**config.mk**
```make
export PLATFORM = sky130hd
export DESIGN_NAME = time_base_tick_timer
export DESIGN_NICKNAME = d
export VERILOG_FILES = /design/src/hdl/tick_timer_pkg.sv /design/src/hdl/tick_divider_chain.sv /design/src/hdl/tick_edge_select.sv /design/src/hdl/time_base_tick_timer.sv
export VERILOG_INCLUDE_DIRS = /design/src /design/src/hdl
export SDC_FILE = /design/constraint.sdc
export NUM_CORES = 1
export LEC_CHECK = 0
export BUFFER_PORTS_ARGS = -buffer_cell sky130_fd_sc_hd__buf_2
export CORE_MARGIN = 2
export CORE_UTILIZATION = 45
export DETAILED_ROUTE_END_ITERATION = 8
export MAX_ROUTING_LAYER = met4
export PLACE_DENSITY = 0.79
export SKIP_CTS_REPAIR_TIMING = 1
export SYNTH_ARGS = -nofsm -noshare
export SYNTH_HDL_FRONTEND = slang
export SYNTH_SLANG_ARGS = --single-unit
```
**constraint.sdc**
```tcl
create_clock -name clk -period 4.1 [get_ports clk]
set_clock_uncertainty 0.15 [all_clocks]
set_input_delay 1.025 -clock clk [delete_from_list [all_inputs] [get_ports clk]]
set_output_delay 1.025 -clock clk [all_outputs]
set_load 0.005 [all_outputs]
```
**src/hdl/tick_timer_defs.svh**
```systemverilog
`ifndef TICK_TIMER_DEFS_SVH
`define TICK_TIMER_DEFS_SVH

// Register indices; the byte address on the bus is four times the index.
`define TT_CTRL_IDX 8'h39
`define TT_STAT_IDX 8'h3A
`define TT_MASK_IDX 8'h3B
`define TT_MODE_IDX 8'h3C
`define TT_CNT_IDX 8'h3D

// Control register fields.
`define TT_EN_BIT 3
`define TT_RATE_LSB 0
`define TT_CTRL_RESET 8'h00

// Status and mask fields.
`define TT_EV_TICK 0
`define TT_EV_STOP 1
`define TT_EV_MISUSE 2
`define TT_EV_RESET 3'h0

// Tap bit index for each rate code, code 0 in the low five bits.
// A tap of bit k falls once every 2^(k+1) source counts.
`define TT_GEAR_TAPS {5'h07, 5'h09, 5'h0A, 5'h0B, 5'h0C, 5'h0E, 5'h13, 5'h15}
`define TT_LOW_TAPS {5'h00, 5'h02, 5'h03, 5'h04, 5'h05, 5'h07, 5'h0C, 5'h0E}
`define TT_SLOW_CODES 2

`define TT_GEAR_BITS 22
`define TT_LOW_BITS 15

`endif

```
**src/hdl/tick_timer_pkg.sv**
```systemverilog
`include "tick_timer_defs.svh"

package tick_timer_pkg;

  typedef enum logic [2:0] {
    MODE_NORMAL,
    MODE_IDLE,
    MODE_SLOW,
    MODE_SLEEP1,
    MODE_STOP
  } op_mode_t;

  typedef struct packed {
    logic en;
    logic [2:0] rate;
  } ctrl_t;

  typedef struct packed {
    logic valid;
    logic from_low;
    logic [4:0] bit_idx;
  } tap_t;

  function automatic tap_t tap_decode(input op_mode_t m, input logic pre, input logic [2:0] rate);
    logic [39:0] gear;
    logic [39:0] low;
    tap_t t;
    gear = `TT_GEAR_TAPS;
    low = `TT_LOW_TAPS;
    t = '0;
    unique case (m)
      MODE_NORMAL, MODE_IDLE:
      begin
        t.from_low = pre;
        t.bit_idx = pre ? low[rate*5 +: 5] : gear[rate*5 +: 5];
        t.valid = !(pre && (rate == 3'h7));
      end
      MODE_SLOW, MODE_SLEEP1:
      begin
        t.from_low = 1'b1;
        t.bit_idx = low[rate*5 +: 5];
        t.valid = (rate < 3'(`TT_SLOW_CODES));
      end
      default:
      begin
        t = '0;
      end
    endcase
    return t;
  endfunction : tap_decode

endpackage : tick_timer_pkg

```
**src/hdl/tick_divider_chain.sv**
```systemverilog
`timescale 1ns/1ps
`default_nettype none
`include "tick_timer_defs.svh"

module tick_divider_chain
(
  input wire logic clk,
  input wire logic rst,
  input wire logic ce,
  input wire logic low_frequency_clock,
  output logic [`TT_GEAR_BITS-1:0] gear_div,
  output logic [`TT_LOW_BITS-1:0] low_div
);

  logic lf_meta_q;
  logic lf_sync_q;
  logic lf_prev_q;

  // The low clock is brought onto the gear clock, which costs up to one cycle of jitter.
  always_ff @(posedge clk or posedge rst)
  begin
    if (rst)
    begin
      lf_meta_q <= 1'b0;
      lf_sync_q <= 1'b0;
      lf_prev_q <= 1'b0;
    end
    else if (ce)
    begin
      lf_meta_q <= low_frequency_clock;
      lf_sync_q <= lf_meta_q;
      lf_prev_q <= lf_sync_q;
    end
  end

  // Both counters run free; nothing in the register file resets them.
  always_ff @(posedge clk or posedge rst)
  begin
    if (rst)
    begin
      gear_div <= '0;
      low_div <= '0;
    end
    else if (ce)
    begin
      gear_div <= gear_div + 1'b1;
      if (lf_sync_q && !lf_prev_q)
      begin
        low_div <= low_div + 1'b1;
      end
    end
  end

endmodule : tick_divider_chain

`default_nettype wire

```
**src/hdl/tick_edge_select.sv**
```systemverilog
`timescale 1ns/1ps
`default_nettype none
`include "tick_timer_defs.svh"

module tick_edge_select
  import tick_timer_pkg::*;
(
  input wire logic clk,
  input wire logic rst,
  input wire logic ce,
  input wire logic [`TT_GEAR_BITS-1:0] gear_div,
  input wire logic [`TT_LOW_BITS-1:0] low_div,
  input wire tap_t tap,
  output logic fall
);

  logic src_bit;
  logic src_prev_q;

  always_comb
  begin
    if (tap.from_low)
    begin
      src_bit = low_div[tap.bit_idx[3:0]];
    end
    else
    begin
      src_bit = gear_div[tap.bit_idx];
    end
  end

  always_ff @(posedge clk or posedge rst)
  begin
    if (rst)
    begin
      src_prev_q <= 1'b0;
    end
    else if (ce)
    begin
      src_prev_q <= src_bit;
    end
  end

  assign fall = src_prev_q && !src_bit && tap.valid;

endmodule : tick_edge_select

`default_nettype wire

```
**src/hdl/time_base_tick_timer.sv**
```systemverilog
// Register access over Avalon-MM was decided locally.
`timescale 1ns/1ps
`default_nettype none
`include "tick_timer_defs.svh"

module time_base_tick_timer
  import tick_timer_pkg::*;
(
  input wire logic clk,
  input wire logic rst,
  input wire logic ce,
  input wire logic [9:0] avs_address,
  input wire logic avs_read,
  input wire logic avs_write,
  input wire logic [31:0] avs_writedata,
  input wire logic [3:0] avs_byteenable,
  output logic [31:0] avs_readdata,
  output logic avs_waitrequest,
  input wire logic [2:0] op_mode,
  input wire logic low_clock_prescale_select,
  input wire logic low_frequency_clock,
  output logic tick_interrupt_request,
  output logic irq
);

  ctrl_t ctrl_q;
  ctrl_t ctrl_d;
  logic [2:0] stat_q;
  logic [2:0] stat_d;
  logic [2:0] stat_set;
  logic [2:0] stat_clr;
  logic [2:0] mask_q;
  logic [15:0] tick_count_q;
  op_mode_t mode;
  op_mode_t mode_prev_q;
  logic stop_entry;
  tap_t tap;
  logic [`TT_GEAR_BITS-1:0] gear_div;
  logic [`TT_LOW_BITS-1:0] low_div;
  logic src_fall;
  logic tick_fire;
  logic req_live;
  logic accept;
  logic wr_accept;
  logic rd_accept;
  logic lane0_wr;
  logic [31:0] rd_value;
  logic ctrl_hit;
  logic stat_hit;
  logic mask_hit;
  logic mode_hit;
  logic cnt_hit;
  logic ctrl_wr;
  logic mask_wr;
  logic stat_rd;
  logic rate_misuse;
  logic mode_misuse;

  function automatic logic reg_hit(input logic [9:0] addr, input logic [7:0] idx);
    return (addr[1:0] == 2'h0) && (addr[9:2] == idx);
  endfunction : reg_hit

  // Codes outside the enum act as STOP so the block stays quiet.
  always_comb
  begin
    unique case (op_mode)
      3'h0: mode = MODE_NORMAL;
      3'h1: mode = MODE_IDLE;
      3'h2: mode = MODE_SLOW;
      3'h3: mode = MODE_SLEEP1;
      default: mode = MODE_STOP;
    endcase
  end

  always_comb
  begin
    tap = tap_decode(mode, low_clock_prescale_select, ctrl_q.rate);
  end

  tick_divider_chain u_chain
  (
    .clk(clk),
    .rst(rst),
    .ce(ce),
    .low_frequency_clock(low_frequency_clock),
    .gear_div(gear_div),
    .low_div(low_div)
  );

  tick_edge_select u_edge
  (
    .clk(clk),
    .rst(rst),
    .ce(ce),
    .gear_div(gear_div),
    .low_div(low_div),
    .tap(tap),
    .fall(src_fall)
  );

  assign tick_fire = src_fall && ctrl_q.en;

  always_ff @(posedge clk or posedge rst)
  begin
    if (rst)
    begin
      tick_interrupt_request <= 1'b0;
    end
    else if (ce)
    begin
      tick_interrupt_request <= tick_fire;
    end
  end

  always_ff @(posedge clk or posedge rst)
  begin
    if (rst)
    begin
      mode_prev_q <= MODE_NORMAL;
    end
    else if (ce)
    begin
      mode_prev_q <= mode;
    end
  end

  assign stop_entry = (mode == MODE_STOP) && (mode_prev_q != MODE_STOP);

  // One wait state per access keeps read data and write timing fixed.
  assign req_live = avs_read || avs_write;
  assign accept = req_live && !avs_waitrequest;
  assign wr_accept = accept && avs_write;
  assign rd_accept = accept && avs_read;
  assign lane0_wr = wr_accept && avs_byteenable[0];

  // One decode per register keeps the write, clear and read paths in agreement.
  always_comb
  begin
    ctrl_hit = reg_hit(avs_address, `TT_CTRL_IDX);
    stat_hit = reg_hit(avs_address, `TT_STAT_IDX);
    mask_hit = reg_hit(avs_address, `TT_MASK_IDX);
    mode_hit = reg_hit(avs_address, `TT_MODE_IDX);
    cnt_hit = reg_hit(avs_address, `TT_CNT_IDX);
  end

  assign ctrl_wr = lane0_wr && ctrl_hit;
  assign mask_wr = lane0_wr && mask_hit;
  // Only an accepted read clears, so a stalled request cannot lose events twice.
  assign stat_rd = rd_accept && stat_hit;

  always_ff @(posedge clk or posedge rst)
  begin
    if (rst)
    begin
      avs_waitrequest <= 1'b1;
    end
    else if (ce)
    begin
      avs_waitrequest <= !(req_live && avs_waitrequest);
    end
  end

  always_comb
  begin
    ctrl_d = ctrl_q;
    if (ctrl_wr)
    begin
      ctrl_d.en = avs_writedata[`TT_EN_BIT];
      ctrl_d.rate = avs_writedata[`TT_RATE_LSB +: 3];
    end
    if (stop_entry)
    begin
      ctrl_d.en = 1'b0;
    end
  end

  always_ff @(posedge clk or posedge rst)
  begin
    if (rst)
    begin
      ctrl_q <= ctrl_t'(4'(`TT_CTRL_RESET));
    end
    else if (ce)
    begin
      ctrl_q <= ctrl_d;
    end
  end

  always_ff @(posedge clk or posedge rst)
  begin
    if (rst)
    begin
      mask_q <= `TT_EV_RESET;
    end
    else if (ce && mask_wr)
    begin
      mask_q <= avs_writedata[2:0];
    end
  end

  // A write that changes the rate while enabled is flagged, since the next tick then lands at an odd time.
  // misuse flag
  always_comb
  begin
    rate_misuse = ctrl_wr && ctrl_q.en && (avs_writedata[`TT_RATE_LSB +: 3] != ctrl_q.rate);
    mode_misuse = ctrl_q.en && (mode != mode_prev_q) && (mode != MODE_STOP);
  end

  always_comb
  begin
    stat_set = '0;
    stat_set[`TT_EV_TICK] = tick_fire;
    stat_set[`TT_EV_STOP] = stop_entry && ctrl_q.en;
    stat_set[`TT_EV_MISUSE] = rate_misuse || mode_misuse;
    stat_clr = stat_rd ? 3'h7 : 3'h0;
    // An event in the clearing cycle survives the read.
    stat_d = (stat_q & ~stat_clr) | stat_set;
  end

  always_ff @(posedge clk or posedge rst)
  begin
    if (rst)
    begin
      stat_q <= `TT_EV_RESET;
    end
    else if (ce)
    begin
      stat_q <= stat_d;
    end
  end

  always_ff @(posedge clk or posedge rst)
  begin
    if (rst)
    begin
      irq <= 1'b0;
    end
    else if (ce)
    begin
      irq <= |(stat_d & mask_q);
    end
  end

  always_ff @(posedge clk or posedge rst)
  begin
    if (rst)
    begin
      tick_count_q <= 16'h0000;
    end
    else if (ce && tick_fire)
    begin
      tick_count_q <= tick_count_q + 16'h0001;
    end
  end

  always_comb
  begin
    rd_value = 32'h0000_0000;
    if (ctrl_hit)
    begin
      rd_value[7:0] = {4'h0, ctrl_q.en, ctrl_q.rate};
    end
    else if (stat_hit)
    begin
      rd_value[2:0] = stat_q;
    end
    else if (mask_hit)
    begin
      rd_value[2:0] = mask_q;
    end
    else if (mode_hit)
    begin
      // Lets software see which source the current mode really uses and whether its tap is valid.
      rd_value[7:0] = {tap.valid, tap.from_low, low_clock_prescale_select, 2'h0, mode};
    end
    else if (cnt_hit)
    begin
      rd_value[15:0] = tick_count_q;
    end
  end

  // Read data is captured in the wait cycle and stands at the accepting edge.
  always_ff @(posedge clk or posedge rst)
  begin
    if (rst)
    begin
      avs_readdata <= 32'h0000_0000;
    end
    else if (ce && avs_read && avs_waitrequest)
    begin
      avs_readdata <= rd_value;
    end
  end

endmodule : time_base_tick_timer

`default_nettype wire

```
==> out/metrics.yaml <==
status: "finished, final reports clean"
p_per_area_mw_per_mm2: 389
wl_um: 10000
p_leak_nw: 2.45
drt_iter0_drc: 387
slew_headroom_pct: 29.8
port_buffers: 43
ys_ff_latch: 89
ctsHtreeMaxLevel: 3
pre_cts_slack_ns: 0.303
syn_inst: 448
cts.clk_slew.worst_paths_ns: 0.09
cp_slowest_stage_delay_ns: 0.48
yosys_warnings: 0
cp_cell_sequence: "buf_2 -> or2_1 -> a21oi_2 -> o22ai_1 -> nand2_1 -> a2111oi_2 -> nor4_4 -> a21oi_4 -> buf_12 -> mux2_1"
cp_max_fo: 17
clockBufferDepth: 2
grt_usage_pct: 18.9
async_reset_ff_share_pct: 100
clk-insertion-delay-late_ns: 0.37
start_util_pct: 46.4
grt_pass1_vias: 3457
hold_path_class: "register to register"
clkSinkCount: 89
die_area_sq_mm: 0.0115
syn_area_per_cell_sq_um: 10.7
synthTopCellsByArea: "dfrtp_1 46%, xnor2_1 7.1%, mux2_2 3.1%, xor2_1 2.9%, buf_4 2.7%"
core-area_sq_mm: 0.0103
setup_violations: 0
dpl.hpwl_um: 7130
synthFlopType: "dfrtp_1"
vias: 3622
rows: 37
grt_max_degree: 49
total_power_mw: 2.09
nets: 561
period_share_pct: 84.5
detail_route.wl_per_cell_um: 15.7
crit_type: "primary input to register"
seqCellArea_sq_mm: 0.00223
synth_top_area_share_pct: 46.0
hold_viol: 0
die_y_um: 107
critPathBufInv: 2
drive_above_1_share_pct: 20.4
yosysSeqAreaShare_pct: 46.6
multi_input_area_sq_mm: 0.00238
syn-cell-area_sq_mm: 0.00479
rsz0062_at_grt: "no"
synth_cell_type_count: 69
antenna_found_initial: 1
cp_slowest_cell: "a2111oi_2"
slew_viol_final: 0
utilization_pct: 52.0
die_x_um: 107
root_buffer: "clkbuf_8"
antenna_left: 0
instances_no_fill: 637
fin_tns_setup_ns: 0
post-route-drc-count: 0
dpl_cell_area_sq_mm: 0.00509
tritoncts: "built"
worstMarginPinSlew_ns: 1.05
n_fill_cell: 910
setup_ws_ns: 0.637
whs_ns: 0.329
yosysTopAreaCell: "dfrtp_1"
numCtsBuffers: 9
grt_pass1_wl_um: 16900
drv_cap: 0
overflow: 0
cp_top_family: "compound AO/OA/AOI/OAI gates"
syn_to_final_growth_pct: 12.1
irDropWorstVdd_mv: 0.269
place_inst: 620
cp-end-kind: "register"
start_kind: "primary input"
final_area_sq_mm: 0.00536
synth_edf_count: 0
layout_common_cells: "88 x dfrtp_1, 43 x buf_2, 39 x xnor2_1, 29 x nand2_1, 28 x nor2_1"
critPathArrivalTime_ns: 3.56
finalCriticalPeriod_ns: 3.46
final_common_cell: "dfrtp_1"
required_ns: 4.20
ios: 91
fmax_ghz: 0.289
vias_per_cell: 5.69
drt_first_pass_iters: 6
gp_congestion: 0.910
[cell families after synthesis]
kind of cell	count (synthesis)	share of synthesized area, %
multiplexers	18	4.65
other	1	0.0784
XOR/XNOR	55	10.1
adder cells (fa/ha/maj)	10	2.61
AND/OR/NAND/NOR	158	18.0
AO/OA/AOI/OAI	83	13.2
buffers and inverters	34	4.81
flip-flops	89	46.6
[synth_stat cells, types with 6 or more instances]
cell type / count
dfrtp_1: 88
xnor2_1: 39
nand2_1: 29
nor2_1: 28
nand3_1: 25
nand4_1: 18
buf_4: 17
xor2_1: 16
a21oi_1: 14
mux2_2: 13
o21ai_0: 13
a22o_1: 11
and3_1: 10
ha_1: 10
nor3_1: 9
a21o_1: 7
a22oi_1: 6
inv_1: 6
[path summary, 6_finish.rpt]
| kind | slack [ns] | cells past startpoint | end | from |
|---|---|---|---|---|
| max in group asynchronous | 2.48 | 3 | u_chain.gear_div[13] | rst |
| setup reg to reg | 0.66 | 11 | tick_count_q[1] | ctrl_q[0] |
| hold reg to reg | 0.33 | 1 | u_chain.gear_div[20] | u_chain.gear_div[20] |
| min in group asynchronous | 0.62 | 2 | avs_readdata[13] | rst |
| hold / removal | 0.33 | 1 | u_chain.gear_div[20] | u_chain.gear_div[20] |
| setup / recovery | 0.64 | 10 | tick_count_q[1] | op_mode[1] |
[power by group]
group	switching (mW)	internal [mW]
clock	0.338	0.473
sequential	0.0843	0.946
combinational	0.125	0.120
total	0.548	1.54
[registers in the layout, indices dropped and copies added, names as in the netlist]
name / count
u_chain.gear_div: 22
u_chain.lf_meta_q: 1
u_chain.lf_sync_q: 1
avs_readdata: 16
irq: 1
u_edge.src_prev_q: 1
mode_prev_q: 3
tick_count_q: 16
ctrl_q: 4
u_chain.low_div: 15
tick_interrupt_request: 1
u_chain.lf_prev_q: 1
avs_waitrequest: 1
stat_q: 3
mask_q: 3
[metal layers]
layer | global-route usage (%) | part of all wire [%]
met2 | 28.8 | 48
met5 | - | 0
met3 | 4.44 | 5.8
met4 | 6.68 | 1.5
met1 | 24.9 | 45
[layout make-up]
type | instances | area share (%)
Tap cell | 136 | 3.17
Antenna cell | 1 | 0.0467
Sequential cell | 89 | 41.5
Clock inverter | 7 | 2.73
Multi-Input combinational cell | 340 | 44.4
Timing Repair Buffer | 49 | 5.32
Clock buffer | 9 | 2.31
Inverter | 6 | 0.443
No activity file was read; power rests on OpenSTA's default activity.
